--- src/hdl/pci_arb_pkg.sv ---
// Constants and types shared by the secondary bus arbiter
package pci_arb_pkg;

  localparam int NUM_REQ = 9;
  localparam int IDX_W = 4;

  // Register byte addresses
  localparam logic [7:0] ARB_CTRL_ADDR = 8'h48;
  localparam logic [7:0] ARB_STAT_ADDR = 8'h80;

  // Control register field positions
  localparam int EN_LSB = 0;
  localparam int EXT_ARB_BIT = 9;
  localparam int BMTO_EN_BIT = 10;
  localparam int REFRESH_EN_BIT = 11;
  localparam int FAIR_LSB = 12;
  localparam int TOG_EN_BIT = 20;
  localparam int PRIO_LSB = 22;

  // Status register field positions
  localparam int STAT_IDX_LSB = 0;
  localparam int STAT_GRANTED_BIT = 4;
  localparam int STAT_BUSY_BIT = 5;
  localparam int STAT_BROKEN_LSB = 9;
  localparam int STAT_IGNORED_LSB = 18;

  // Values after reset
  localparam logic [8:0] EN_RESET = 9'h1ff;
  localparam logic [7:0] FAIR_RESET = 8'h08;
  localparam logic [8:0] PRIO_RESET = 9'h001;

  // Cycle counts
  localparam logic [4:0] BM_TIMEOUT_CYC = 5'h10;
  localparam logic [1:0] TOG_DELAY_CYC = 2'h2;
  localparam logic [1:0] STRAP_SETTLE_CYC = 2'h2;

  typedef enum logic [1:0] {ARB_IDLE, ARB_GRANT, ARB_BUSY} arb_state_t;

endpackage

--- src/hdl/rr_pick.sv ---
// Round-robin picker: first request after the last winner
`timescale 1ns/100ps
module rr_pick #(
  parameter int N = 9,
  parameter int IW = 4
) (
  // Candidates
  input wire logic [N-1:0] req,
  input wire logic [IW-1:0] last,
  // Result
  output logic found,
  output logic [IW-1:0] idx
);

  always_comb
  begin
    int j;
    j = 0;
    found = 1'b0;
    idx = '0;
    for (int k = N; k >= 1; k--)
    begin
      j = (int'(last) + k) % N;
      if (req[j])
      begin
        found = 1'b1;
        idx = IW'(j);
      end
    end
  end

endmodule // rr_pick

--- src/hdl/pci_secondary_arbiter_control.sv ---
// Secondary PCI bus arbiter with APB control and status registers
//
// Contract
// - Enable bit 0 lets the internal request into arbitration; resets to 1.
// - Enable bits 1 to 8 admit external masters 1 to 8; reset to 1.
// - Read-only bit 9 shows 0 for internal arbiter, 1 for external.
// - Bit 9 takes its reset value from the sampled select strap.
// - With bit 10 set, count 16 idle clocks while granted without FRAME_L.
// - Expired count removes the grant; with bit 10 clear, never removed so.
// - Refresh clear: broken master is ignored forever after releasing its request.
// - Refresh set: broken state clears once all other enabled requesters that request were served.
// - Bits 19:12, reset 08h, set grant hold clocks after another request.
// - Fairness counter reloads on every new grant.
// - Fairness counter decrements only after the next falling FRAME_L edge.
// - Fairness value 00h never removes a grant; owner's release ends it.
// - Toggle bit 20 clear keeps GNT_L asserted after FRAME_L.
// - Toggle set drops GNT_L one clock, two clocks after FRAME_L asserts.
// - Each requester has a priority bit; internal high, masters low at reset.
//
// Chosen here: register access over APB.
`timescale 1ns/100ps
module pci_secondary_arbiter_control
  import pci_arb_pkg::*;
#(
  parameter int AW = 8
) (
  // Clock and reset
  input wire logic pclk,
  input wire logic presetn,
  // APB slave
  input wire logic psel,
  input wire logic penable,
  input wire logic pwrite,
  input wire logic [AW-1:0] paddr,
  input wire logic [31:0] pwdata,
  input wire logic [3:0] pstrb,
  output logic pready,
  output logic [31:0] prdata,
  output logic pslverr,
  // Bridge internal requester
  input wire logic int_req,
  output logic int_gnt,
  // PCI bus pins
  input wire logic [7:0] req_l,
  output logic [7:0] gnt_l,
  input wire logic frame_l,
  input wire logic irdy_l,
  input wire logic arbiter_select_strap
);

  typedef struct packed {
    logic [7:0] req_m1;
    logic [7:0] req_m2;
    logic frame_m1;
    logic frame_m2;
    logic frame_prev;
    logic irdy_m1;
    logic irdy_m2;
    logic strap_m1;
    logic strap_m2;
    logic [1:0] strap_cnt;
    logic strap_done;
    logic [8:0] en;
    logic ext_arb;
    logic bmto_en;
    logic refresh_en;
    logic [7:0] fair;
    logic tog_en;
    logic [8:0] prio;
    arb_state_t state;
    logic [IDX_W-1:0] gidx;
    logic [IDX_W-1:0] last_idx;
    logic [4:0] bm_cnt;
    logic [7:0] fair_cnt;
    logic armed;
    logic [1:0] tog_cnt;
    logic tog_pulse;
    logic [8:0] broken;
    logic [8:0] ignored;
    logic [8:0] served;
    logic [31:0] prdata;
  } arb_regs_t;

  localparam arb_regs_t RESET_ST = '{
    req_m1: '1, req_m2: '1, frame_m1: 1'b1, frame_m2: 1'b1, frame_prev: 1'b1,
    irdy_m1: 1'b1, irdy_m2: 1'b1, strap_m1: 1'b0, strap_m2: 1'b0,
    strap_cnt: '0, strap_done: 1'b0, en: EN_RESET, ext_arb: 1'b0,
    bmto_en: 1'b0, refresh_en: 1'b0, fair: FAIR_RESET, tog_en: 1'b0,
    prio: PRIO_RESET, state: ARB_IDLE, gidx: '0, last_idx: '0, bm_cnt: '0,
    fair_cnt: '0, armed: 1'b0, tog_cnt: '0, tog_pulse: 1'b0, broken: '0,
    ignored: '0, served: '0, prdata: '0};

  function automatic logic [8:0] onehot(input logic [IDX_W-1:0] i);
    onehot = 9'(9'h001 << i);
  endfunction

  function automatic logic [31:0] merge(input logic [31:0] old, input logic [31:0] wd,
                                        input logic [3:0] strb);
    merge = old;
    for (int b = 0; b < 4; b++)
    begin
      if (strb[b])
      begin
        merge[b*8 +: 8] = wd[b*8 +: 8];
      end
    end
  endfunction

  arb_regs_t st;
  arb_regs_t next_st;
  logic [8:0] reqv;
  logic [8:0] elig;
  logic [8:0] hi_elig;
  logic [8:0] cand;
  logic [8:0] owner;
  logic [8:0] others;
  logic own_req;
  logic bus_idle;
  logic frame_fall;
  logic found;
  logic [IDX_W-1:0] pick;
  logic [31:0] ctrl_val;
  logic [31:0] stat_val;
  logic setup;
  logic access;
  logic ctrl_hit;
  logic stat_hit;
  logic arb_on;
  logic drop;
  logic bm_expire;

  // Request vector: bit 0 internal, bits 1..8 external masters
  assign reqv = {~st.req_m2, int_req};
  assign elig = reqv & st.en & ~st.ignored;
  assign hi_elig = elig & st.prio;
  assign cand = (|hi_elig) ? hi_elig : elig;
  assign owner = onehot(st.gidx);
  assign others = elig & ~owner;
  assign own_req = |(owner & reqv & st.en);
  assign bus_idle = st.frame_m2 & st.irdy_m2;
  assign frame_fall = st.frame_prev & ~st.frame_m2;
  assign arb_on = st.strap_done & ~st.ext_arb;

  rr_pick #(
    .N(NUM_REQ),
    .IW(IDX_W)
  ) u_pick (
    .req(cand),
    .last(st.last_idx),
    .found(found),
    .idx(pick)
  );

  assign ctrl_val = {1'b0, st.prio, 1'b0, st.tog_en, st.fair, st.refresh_en, st.bmto_en,
                     st.ext_arb, st.en};

  always_comb
  begin
    stat_val = '0;
    stat_val[STAT_IDX_LSB +: IDX_W] = st.gidx;
    stat_val[STAT_GRANTED_BIT] = (st.state != ARB_IDLE);
    stat_val[STAT_BUSY_BIT] = (st.state == ARB_BUSY);
    stat_val[STAT_BROKEN_LSB +: 9] = st.broken;
    stat_val[STAT_IGNORED_LSB +: 9] = st.ignored;
  end

  // APB decode
  assign setup = psel & ~penable;
  assign access = psel & penable;

  always_comb
  begin
    ctrl_hit = 1'b0;
    stat_hit = 1'b0;
    if (paddr == AW'(ARB_CTRL_ADDR))
    begin
      ctrl_hit = 1'b1;
    end
    else if (paddr == AW'(ARB_STAT_ADDR))
    begin
      stat_hit = 1'b1;
    end
  end

  assign pready = access;
  assign pslverr = access & ~ctrl_hit & ~stat_hit;
  assign prdata = st.prdata;

  // Grant removal causes while granted
  assign bm_expire = st.bmto_en && st.state == ARB_GRANT && bus_idle && !frame_fall
                     && st.bm_cnt == BM_TIMEOUT_CYC - 5'h01;
  always_comb
  begin
    drop = 1'b0;
    if (!arb_on || !own_req)
    begin
      drop = 1'b1;
    end
    else if (bm_expire)
    begin
      drop = 1'b1;
    end
    else if (st.state == ARB_BUSY && st.armed && st.fair != 8'h00 && |others
             && st.fair_cnt == 8'h00)
    begin
      drop = 1'b1;
    end
  end

  always_comb
  begin
    logic [31:0] nw;
    logic [8:0] all_served;
    nw = merge(ctrl_val, pwdata, pstrb);
    all_served = '0;
    next_st = st;
    // Synchronisers
    next_st.req_m1 = req_l;
    next_st.req_m2 = st.req_m1;
    next_st.frame_m1 = frame_l;
    next_st.frame_m2 = st.frame_m1;
    next_st.frame_prev = st.frame_m2;
    next_st.irdy_m1 = irdy_l;
    next_st.irdy_m2 = st.irdy_m1;
    next_st.strap_m1 = arbiter_select_strap;
    next_st.strap_m2 = st.strap_m1;
    // Strap capture after reset release
    if (!st.strap_done)
    begin
      next_st.ext_arb = st.strap_m2;
      next_st.strap_cnt = st.strap_cnt + 2'h1;
      if (st.strap_cnt == STRAP_SETTLE_CYC)
      begin
        next_st.strap_done = 1'b1;
      end
    end
    // APB access
    if (setup)
    begin
      next_st.prdata = ctrl_hit ? ctrl_val : (stat_hit ? stat_val : 32'h0000_0000);
    end
    if (access && pwrite && ctrl_hit)
    begin
      next_st.en = nw[EN_LSB +: 9];
      next_st.bmto_en = nw[BMTO_EN_BIT];
      next_st.refresh_en = nw[REFRESH_EN_BIT];
      next_st.fair = nw[FAIR_LSB +: 8];
      next_st.tog_en = nw[TOG_EN_BIT];
      next_st.prio = nw[PRIO_LSB +: 9];
    end
    // Toggle pulse timing
    next_st.tog_pulse = 1'b0;
    if (st.tog_cnt != 2'h0)
    begin
      next_st.tog_cnt = st.tog_cnt + 2'h1;
      if (st.tog_cnt == TOG_DELAY_CYC - 2'h1)
      begin
        next_st.tog_pulse = st.tog_en;
        next_st.tog_cnt = 2'h0;
      end
    end
    // Broken master refresh
    if (st.refresh_en)
    begin
      for (int i = 1; i < NUM_REQ; i++)
      begin
        all_served = st.served | ~(reqv & st.en) | onehot(IDX_W'(i));
        if (st.broken[i] && &all_served)
        begin
          next_st.broken[i] = 1'b0;
          next_st.ignored[i] = 1'b0;
          next_st.served = '0;
        end
      end
    end
    // Broken master is ignored once it releases its request
    // A master refreshed in this cycle must not be marked ignored again
    next_st.ignored = next_st.ignored | (next_st.broken & ~reqv);
    // Arbitration
    case (st.state)
      ARB_IDLE:
      begin
        if (arb_on && found)
        begin
          next_st.state = ARB_GRANT;
          next_st.gidx = pick;
          next_st.last_idx = pick;
          next_st.bm_cnt = '0;
          next_st.fair_cnt = st.fair;
          next_st.armed = 1'b0;
          next_st.tog_cnt = '0;
          next_st.served = next_st.served | onehot(pick);
        end
      end
      ARB_GRANT:
      begin
        if (drop)
        begin
          next_st.state = ARB_IDLE;
          if (bm_expire && st.gidx != '0)
          begin
            next_st.broken = next_st.broken | owner;
            next_st.served = '0;
          end
        end
        else if (frame_fall)
        begin
          next_st.state = ARB_BUSY;
          next_st.armed = 1'b1;
          next_st.tog_cnt = 2'h1;
        end
        else if (bus_idle && st.bmto_en)
        begin
          next_st.bm_cnt = st.bm_cnt + 5'h01;
        end
      end
      ARB_BUSY:
      begin
        if (drop)
        begin
          next_st.state = ARB_IDLE;
        end
        else if (st.armed && |others && st.fair_cnt != 8'h00)
        begin
          next_st.fair_cnt = st.fair_cnt - 8'h01;
        end
      end
      default:
      begin
        next_st.state = ARB_IDLE;
      end
    endcase
  end

  always_ff @(posedge pclk or negedge presetn)
  begin
    if (!presetn)
    begin
      st <= RESET_ST;
    end
    else
    begin
      st <= next_st;
    end
  end

  // Grant outputs: gnt_l active low, int_gnt active high
  logic [8:0] gnt_vec;
  assign gnt_vec = (st.state != ARB_IDLE && !st.tog_pulse) ? owner : 9'h000;
  assign int_gnt = gnt_vec[0];
  assign gnt_l = ~gnt_vec[8:1];
endmodule // pci_secondary_arbiter_control

--- config.mk ---
export PLATFORM = sky130hd
export DESIGN_NAME = pci_secondary_arbiter_control
export DESIGN_NICKNAME = d
export VERILOG_FILES = /design/src/hdl/pci_arb_pkg.sv /design/src/hdl/rr_pick.sv /design/src/hdl/pci_secondary_arbiter_control.sv
export SDC_FILE = /design/constraint.sdc
export NUM_CORES = 1
export LEC_CHECK = 0
export ABC_CLOCK_PERIOD_IN_PS = 6700
export BUFFER_PORTS_ARGS = -buffer_cell sky130_fd_sc_hd__buf_2
export CORE_ASPECT_RATIO = 1.4
export CORE_MARGIN = 4
export CORE_UTILIZATION = 43
export CTS_BUF_LIST = sky130_fd_sc_hd__clkbuf_2
export CTS_CLUSTER_DIAMETER = 100
export CTS_CLUSTER_SIZE = 20
export DETAILED_ROUTE_END_ITERATION = 7
export PLACE_DENSITY = 0.65
export SETUP_SLACK_MARGIN = 0.15
export SLEW_MARGIN = 10
export SYNTH_ARGS = -nofsm -noshare
export SYNTH_HDL_FRONTEND = slang
export SYNTH_SLANG_ARGS = --single-unit
export TNS_END_PERCENT = 10
--- constraint.sdc ---
create_clock -name pclk -period 6.7 [get_ports pclk]
set_clock_uncertainty 0.05 [all_clocks]
set_input_delay 0.67 -clock pclk [delete_from_list [all_inputs] [get_ports pclk]]
set_output_delay 0.67 -clock pclk [all_outputs]
set_load 0.005 [all_outputs]
==> results of run 1 <==
==> power by group through the flow <==
stage          registers [mW]  logic [mW]  clock network, mW
2_1_floorplan           0.948        3.17                  0
3_3_place_gp            0.959        4.24                  0
3_5_place_dp            0.960        4.31                  0
4_1_cts                 0.947        4.34              0.537
5_1_grt                 0.956        4.77              0.572
6_report                0.949        4.42              0.523
==> state kept, by name (all words and copies together), names as in the netlist <==
name / flops
ctrl_val: 30
next_st: 12
prdata: 31
st: 64
==> worst max-delay path, stage by stage, from the launching register on <==
cell       delay [ns]
dfrtp_2          0.50
inv_1            0.33
ha_1             0.40
ha_1             0.26
nor3b_2          0.39
o21ai_2          0.14
a211oi_2         0.67
ha_1             0.33
nor2b_1          0.09
a211o_1          0.31
a21oi_1          0.20
nor2_1           0.13
or3_1            0.33
a2111oi_0        0.64
nor2_1           0.14
or4_1            0.44
nand4_1          0.13
a31oi_2          0.21
nand2b_1         0.23
o31ai_1          0.23
==> layout make-up <==
class	instances	area, um^2
antenna	1	2.502
sequential	137	3470
timing repair buffer	133	787.0
tap	324	405.4
clock inverter	15	163.9
fill	2540	13780
inverter	46	172.7
multi-input combinational	1053	7407
clock buffer	17	85.08
==> final timing paths <==
check                             startpoint           end  slack, ns  cells after the start
worst min register to register  next_st[130]       st[130]       0.29                      0
max in group asynchronous            presetn  ctrl_val[24]       4.88                      3
worst max-delay path                  st[76]        st[35]       0.48                     19
min in group asynchronous            presetn       st[118]       0.43                      2
worst max register to register        st[76]        st[35]       0.48                     19
worst min-delay path              pwdata[15]  ctrl_val[15]       0.11                      2
==> layout by cell type (no fill, tap or decap), drive strengths merged, types with 8 or more instances in the layout <==
| cell type | netlist | layout |
|---|---|---|
| a211o | 11 | 11 |
| a211oi | 12 | 12 |
| a21boi | 10 | 10 |
| a21o | 20 | 20 |
| a21oi | 59 | 59 |
| a22o | 13 | 13 |
| a22oi | 28 | 28 |
| a31oi | 12 | 12 |
| and2 | 16 | 16 |
| and3 | 11 | 11 |
| buf | 56 | 121 |
| clkbuf | 31 | 17 |
| dfrtp | 105 | 105 |
| dfstp | 32 | 32 |
| dlygate4sd3 | 0 | 12 |
| ha | 61 | 61 |
| inv | 46 | 52 |
| mux2 | 43 | 43 |
| mux2i | 30 | 30 |
| nand2 | 155 | 155 |
| nand2b | 32 | 32 |
| nand3 | 31 | 31 |
| nand3b | 11 | 11 |
| nand4 | 15 | 15 |
| nor2 | 80 | 80 |
| nor2b | 17 | 17 |
| nor3 | 23 | 23 |
| nor3b | 10 | 10 |
| nor4 | 16 | 16 |
| o211ai | 15 | 15 |
| o21a | 11 | 11 |
| o21ai | 106 | 106 |
| o22ai | 12 | 12 |
| o31ai | 11 | 11 |
| or2 | 11 | 11 |
| or3 | 12 | 12 |
| or4 | 8 | 8 |
| xnor2 | 20 | 20 |
==> per-layer routing <==
metal / vias up / track usage
li1: 5064 / -
met1: 5069 / 0.2936
met2: 486 / 0.4380
met3: 130 / 0.02771
met4: 0 / 0.1174
met5: - / 0
==> metrics by stage <==
step	hold WS (ns)	utilization	setup slack [ns]
after global placement	0.2845	0.4608	0.6550
after global routing	0.05246	0.4755	0.1443
after CTS	0.05432	0.4748	0.4888
after detailed placement	0.2912	0.4608	0.5152
final	0.1129	0.4755	0.4790
after floorplan	0.2812	-	0.08155
==> what timing repair did <==
item                                    CTS  global route
hold buffers                             12             0
gates resized for setup                   0             2
endpoints found under the hold margin    73             0
endpoints found under the setup margin    0            13
==> kinds of logic (layout without fill, tap and decap cells) <==
logic type               after synthesis  after routing  share of synthesized area
AND/OR/NAND/NOR                      480            480                     0.2216
adder cells (fa/ha/maj)               61             61                    0.06619
XOR/XNOR                              26             26                    0.02040
other                                  1              2                  0.0003252
flip-flops                           137            137                     0.3008
buffers and inverters                133            211                    0.05979
AO/OA/AOI/OAI                        408            408                     0.2551
multiplexers                          77             77                    0.07585
==> key figures, run 1 <==
Yosys
  • Post-synthesis instance area: 11530 um^2
  • Most common cell in the netlist: nand2_1
  • Largest cells by area after synthesis: dfrtp_1, dfstp_2, ha_1
  • Seq/Total Area, Yosys: 0.3008
  • Mapped Cells: 1323
  • Per-instance average area after synthesis: 8.716 um^2
  • Dominant register cell in the synthesized netlist: dfrtp_1
  • Share of synthesized registers carrying an async set or reset: 1.000
  • Top cell type by total area after synthesis: dfrtp_1
  • Post-Synthesis Net Count: 1445
  • Number of enable-type register cells in the synthesized netlist: 0
  • Flip-flop and latch count after synthesis: 137
  • Unique masters post-synth: 108
  • Synth cell count leaders: nand2_1, dfrtp_1, o21ai_0
  • Count of warnings emitted by yosys: 0
  • Area share of the largest cell type after synthesis: 0.2279

Drt
  • DRC errors left: 0
  • Average wire length per cell after detail routing: 21.46 um
  • Met3 layer wire length in the routed design: 2270 um
  • Wirelength, routed: 37030 um
  • Met2 routed wirelength: 18210 um
  • Routed metal-1 wirelength: 14550 um
  • Final antenna-violating net count: 0
  • Highest Signal Layer: met4
  • Vias per inst: just over 6
  • Length of the first detailed-routing pass in iterations: 8
  • Overall via count from detail_route: 10750
  • Detailed router's first-iteration violation count: slightly below 900

Clock tree
  • Clock Latency Late Sink: approximately 0.73 ns
  • Clock Path Buffers: 2
  • Post-CTS setup-driven buffer insertion count: 0
  • Number of H-tree levels: 4
  • Clock Sink Count: 137
  • Number of buffers added by the clock tree synthesis step: 17
  • Clock root buffer: clkbuf_2
  • TritonCTS clock tree: done
  • Register clock-pin slew on the reported worst setup and hold paths: 0.25 ns

Timing
  • FMAX: 160.7 MHz
  • Setup repair after global routing missed its margin: yes
  • Hold violation count in the final report: 0
  • Post-Route Setup TNS: 0 ns
  • Final Cycle Share: 0.9285
  • Transition at the pin with the smallest max-transition slack: 1.113 ns
  • Max-slew violation count: 0
  • Headroom to the max-slew limit: 0.2503
  • Final Setup Violations: 0
  • Final period demand of the worst path: 6.221 ns

Status
  • Run status: completed

Pwr
  • Overall power consumption: 5.892 mW
  • Fraction of power consumed by the clock network: 0.089
  • Switching component of the power: 3.233 mW
  • Switching share of power: 0.5487
  • Total internal power: 2.659 mW
  • Logic pwr share: 0.750
  • Peak supply drop: 0.2702 mV
  • Leakage component of the power: between 5 and 6 nW
  • Power per Cell Area: 471.6 nW/um^2
  • Part of the power in registers: 0.161

GRT
  • Total grt overflow: 0
  • Largest net degree at the start of global routing: 77
  • Aggregate global-route resource usage: 0.2458
  • First-pass GRT wire length: ~58000 um
  • Initial antenna violation count: 1
  • Via count of the first global-routing pass: 10630

Setup path
  • Crit path capture type: flop
  • Critical setup path kind: reg -> reg
  • Critical path launch point type: flop
  • Data arrival time of the critical path: 6.83 ns
  • Largest fanout of any net on the critical path: 11
  • Required time of the critical path: 7.31 ns

Placement
  • Placement-stage cell area: 12110 um^2
  • Total instance count after detailed placement: 1681
  • Count of buffers from port buffering: 99
  • DP Wirelength: approximately 28000 um
  • Final weighted congestion of routability-driven global placement: 0.9752

Final layout
  • Area growth from synthesis to layout: 8.344%
  • Nets: 1510
  • Area of all placed cells without fillers: 12490 um^2
  • Non-filler instance count after layout: 1726
  • Share of layout cells above drive strength 1: 0.2091

Die
  • Placement Rows: 70
  • Die H: 201.8 um
  • Die ar.: 29540 um^2
  • Initial core utilization: 0.4389
  • Die extent in x: roughly 150 um
  • Number of primary I/O pins: 104
  • Total core area: around 26000 um^2

Run
  • Maximum Capacitance Violations: 0

Hold path
  • Class of the most critical hold timing path: in -> reg
(Power assumes the default switching activity.)
==> inputs of run 2 (changes only) <==
- SYNTH_HIERARCHICAL: unset -> 1
==> key figures, run 2 <==
Timing
  • Final Cycle Share: 0.9086 (was 0.9285)
  • Hold violation count in the final report: 0 (unchanged)
  • Final hold slack: 0.09926 ns (was 0.1129 ns)
  • Final period demand of the worst path: 6.087 ns (was 6.221 ns)
  • Headroom to the max-slew limit: 0.3070 (was 0.2503)
  • FMAX: 164.3 MHz (was 160.7 MHz)
  • Post-Route Setup TNS: 0 ns (unchanged)
  • Setup repair after global routing missed its margin: yes (unchanged)
  • Final Setup Violations: 0 (unchanged)
  • Transition at the pin with the smallest max-transition slack: 1.040 ns (was 1.113 ns)
  • Setup WS post-layout: 0.6126 ns (was 0.4790 ns)
  • Max-slew violation count: 0 (unchanged)

GRT
  • Aggregate global-route resource usage: 0.2243 (was 0.2458)
  • Met2 demand-to-capacity share in global routing: 0.4041 (was 0.4380)
  • Initial antenna violation count: 2 (was 1)
  • Total grt overflow: 0 (unchanged)
  • Largest net degree at the start of global routing: 77 (unchanged)
  • Busiest grt layer: met2 (unchanged)
  • Via count of the first global-routing pass: 10340 (was 10630)
  • Met1 global-route usage: 0.2536 (was 0.2936)
  • Met3 GRT Util: 0.02623 (was 0.02771)
  • First-pass GRT wire length: 54240 um (was 58200 um)

Setup path
  • Endpoint of the most critical setup path: st[70] (was st[35])
  • Largest fanout of any net on the critical path: 9 (was 11)
  • Slowest stage cell on the critical path: dfrtp_1 (was a211oi_2)
  • Cell family with most CP delay: simple AND/OR/NAND/NOR gates (was compound AO/OA/AOI/OAI gates)
  • Critical setup path kind: reg -> reg (unchanged)
  • Required time of the critical path: 7.25 ns (was 7.31 ns)
  • R2r startpoint: st[77] (was st[76])
  • Largest incremental delay on the critical path: 0.54 ns (was 0.67 ns)
  • Worst R2R End: st[70] (was st[35])
  • Crit path capture type: flop (unchanged)
  • Worst-case register-to-register setup slack: 0.61 ns (was 0.48 ns)
  • CP Cell Sequence: clkinvlp_4, ha_2, ha_1, nor2_1, a21oi_2, xnor2_1, ha_1, nor3b_1, o21ai_0, and4_1, a211oi_4, nor2_1, mux2_2, and4_1, a211oi_2, nand3_1, nor3_1, nand3_1, nand2_1, nor2_1, a31oi_4, mux2_4 (was inv_1, ha_1, ha_1, nor3b_2, o21ai_2, a211oi_2, ha_1, nor2b_1, a211o_1, a21oi_1, nor2_1, or3_1, a2111oi_0, nor2_1, or4_1, nand4_1, a31oi_2, nand2b_1, o31ai_1)
  • Data arrival time of the critical path: 6.64 ns (was 6.83 ns)
  • Depth of the most critical reg-to-reg path: 22 (was 19)
  • Startpoint of the most critical setup path: st[77] (was st[76])
  • Buffering stage count on the worst path with inverters included: 1 (unchanged)
  • Critical path launch point type: flop (unchanged)
  • Cell occurring most often along the worst timing path: nor2_1 (was ha_1)
  • Logic depth of the worst setup path including buffers: 22 (was 19)

Clock tree
  • TritonCTS clock tree: done (unchanged)
  • Number of H-tree levels: 4 (unchanged)
  • Number of buffers added by the clock tree synthesis step: 17 (unchanged)
  • Register clock-pin slew on the reported worst setup and hold paths: 0.25 ns (about the same)
  • Clock Path Buffers: 2 (unchanged)
  • Clock Sink Count: 137 (unchanged)
  • Clock Latency Late Sink: 0.72 ns (was 0.73 ns)
  • Clock root buffer: clkbuf_2 (unchanged)

Yosys
  • Top cell type by total area after synthesis: dfrtp_1 (unchanged)
  • Per-instance average area after synthesis: 8.666 um^2 (was 8.716 um^2)
  • Number of enable-type register cells in the synthesized netlist: 0 (unchanged)
  • Post-synthesis instance area: 11730 um^2 (was 11530 um^2)
  • Count of warnings emitted by yosys: 6 (was 0)
  • Area share of the largest cell type after synthesis: 0.2239 (was 0.2279)
  • Share of synthesized registers carrying an async set or reset: 1.000 (unchanged)
  • Synth cell count leaders: nand2_1, dfrtp_1, o21ai_0 (unchanged)
  • Mapped Cells: 1354 (was 1323)
  • Post-Synthesis Net Count: 1472 (was 1445)
  • Seq/Total Area, Yosys: 0.2956 (was 0.3008)
  • Largest cells by area after synthesis: dfrtp_1, dfstp_2, ha_1 (unchanged)
  • Unique masters post-synth: 104 (was 108)
  • Flip-flop and latch count after synthesis: 137 (unchanged)
  • Most common cell in the netlist: nand2_1 (unchanged)
  • Dominant register cell in the synthesized netlist: dfrtp_1 (unchanged)

Final layout
  • Commonest cells after routing, fill and taps aside: nand2_1, dfrtp_1, buf_2, o21ai_0 (was nand2_1, dfrtp_1, buf_2, o21ai_0, nor2_1)
  • Nets: 1527 (was 1510)
  • Non-filler instance count after layout: 1789 (was 1726)
  • Number of flip-flops in the largest register: 64 (unchanged)
  • Most common cell after layout, fill and taps aside: nand2_1 (unchanged)
  • Area growth from synthesis to layout: 9.266% (was 8.344%)
  • Share of layout cells above drive strength 1: 0.2201 (was 0.2091)
  • Biggest register: st (unchanged)
  • Final standard cell utilization of the core: 0.4763 (was 0.4755)

Drt
  • Overall via count from detail_route: 10760 (was 10750)
  • DRC errors left: 0 (unchanged)
  • Average wire length per cell after detail routing: 19.27 um (was 21.46 um)
  • Vias per inst: 6.013 (was 6.228)
  • Wirelength, routed: 34480 um (was 37030 um)
  • Final antenna-violating net count: 0 (unchanged)
  • Detailed router's first-iteration violation count: 626 (was 894)
  • Length of the first detailed-routing pass in iterations: 5 (was 8)

Pwr
  • Power per Cell Area: 123.7 nW/um^2 (was 471.6 nW/um^2)
  • Peak supply drop: 0.1592 mV (was 0.2702 mV)
  • Leakage component of the power: 5.505 nW (was 5.410 nW)

Placement
  • Pre-CTS WS: 0.3194 ns (was 0.5152 ns)
  • Total instance count after detailed placement: 1743 (was 1681)
  • Final weighted congestion of routability-driven global placement: 0.9886 (was 0.9752)
  • Count of buffers from port buffering: 99 (unchanged)
  • DP Wirelength: 26060 um (was 28260 um)

Die
  • Die ar.: 30030 um^2 (was 29540 um^2)
  • Placement Rows: 71 (was 70)
  • Number of primary I/O pins: 104 (unchanged)
  • Total core area: 26920 um^2 (was 26280 um^2)
  • Initial core utilization: 0.4359 (was 0.4389)
  • Die extent in x: 147.6 um (was 146.4 um)
  • Die H: 203.5 um (was 201.8 um)

Hold path
  • Class of the most critical hold timing path: in -> reg (unchanged)

Run
  • Maximum Capacitance Violations: 0 (unchanged)

Status
  • Run status: completed (unchanged)
## run 2: cell count changes in the layout (fill, tap and decap cells not counted), sizes merged, moves of 10 or more
| cell | previous run | this run |
|---|---|---|
| mux2i | 30 | 40 |
| a21oi | 59 | 70 |
| a31oi | 12 | 22 |
| nand3 | 31 | 42 |
| a21o | 20 | 6 |
| nor2 | 80 | 67 |
| xnor2 | 20 | 31 |
| nand2 | 155 | 170 |
| o21ai | 106 | 85 |
## run 2: power breakdown
part / internal, mW / switching [mW] / leakage, nW
Combinational: 0.0361 / 0.0454 / 3.68
Clock: 0.288 / 0.324 / 0.177
Sequential: 0.862 / 0.0301 / 1.65
## run 2: metal layers
metal | wire length, um | up-vias | part of all wire
met5 | 0 | - | 0
met4 | 2090 | 0 | 0.061
met3 | 1385 | 110 | 0.040
met2 | 17660 | 354 | 0.51
met1 | 13350 | 5237 | 0.39
li1 | - | 5056 | -
## run 2: worst min-delay path by stage
stage,slack (ns),cells past startpoint,end,from
after floorplan,0.28,0,st[119],next_st[119]
after global placement,0.28,0,st[119],next_st[119]
after detailed placement,0.29,0,st[119],next_st[119]
after CTS,0.05,2,ctrl_val[28],pwdata[28]
after global routing,0.03,2,ctrl_val[25],pwdata[25]
final,0.1,2,ctrl_val[25],pwdata[25]
## run 2: layout make-up
cell class | count | area, um^2
multi-input cells | 1060 | 7531
fillers | 2621 | 14100
flip-flops and latches | 137 | 3470
clock buffers | 18 | 90.09
well taps | 365 | 456.7
repair buffers | 142 | 854.6
inverters | 51 | 195.2
clock inverters | 14 | 219.0
diodes | 2 | 5.005
## run 2: stage by stage
step	instance area, um^2	power, mW
2_1_floorplan	11740	0.9279
3_3_place_gp	12360	0.9798
3_5_place_dp	12360	0.9815
4_1_cts	12790	1.601
5_1_grt	12820	1.651
6_report	12820	1.586
## run 2: cells by family after synthesis
group                    Yosys count  synth area share
AND/OR/NAND/NOR                  479            0.2122
AO/OA/AOI/OAI                    383            0.2307
buffers and inverters            157           0.06611
flip-flops                       137            0.2956
multiplexers                     100            0.1013
adder cells (fa/ha/maj)           57           0.06078
XOR/XNOR                          40           0.03306
other                              1         0.0003196
## run 2: worst register-to-register path: stages (launching register included)
cell	delay (ns)
dfrtp_1	0.54
clkinvlp_4	0.30
ha_2	0.51
ha_1	0.23
nor2_1	0.10
a21oi_2	0.26
xnor2_1	0.19
ha_1	0.25
nor3b_1	0.19
o21ai_0	0.09
and4_1	0.27
a211oi_4	0.45
nor2_1	0.11
mux2_2	0.27
and4_1	0.22
a211oi_2	0.42
nand3_1	0.14
nor3_1	0.16
nand3_1	0.16
nand2_1	0.17
nor2_1	0.16
a31oi_4	0.41
mux2_4	0.34
## run 2: timing repair
action,CTS,global route
endpoints found under the setup margin,0,29
hold buffers,12,0
buffers inserted,0,0
gates resized for setup,0,8
hold endpoints to repair,60,0
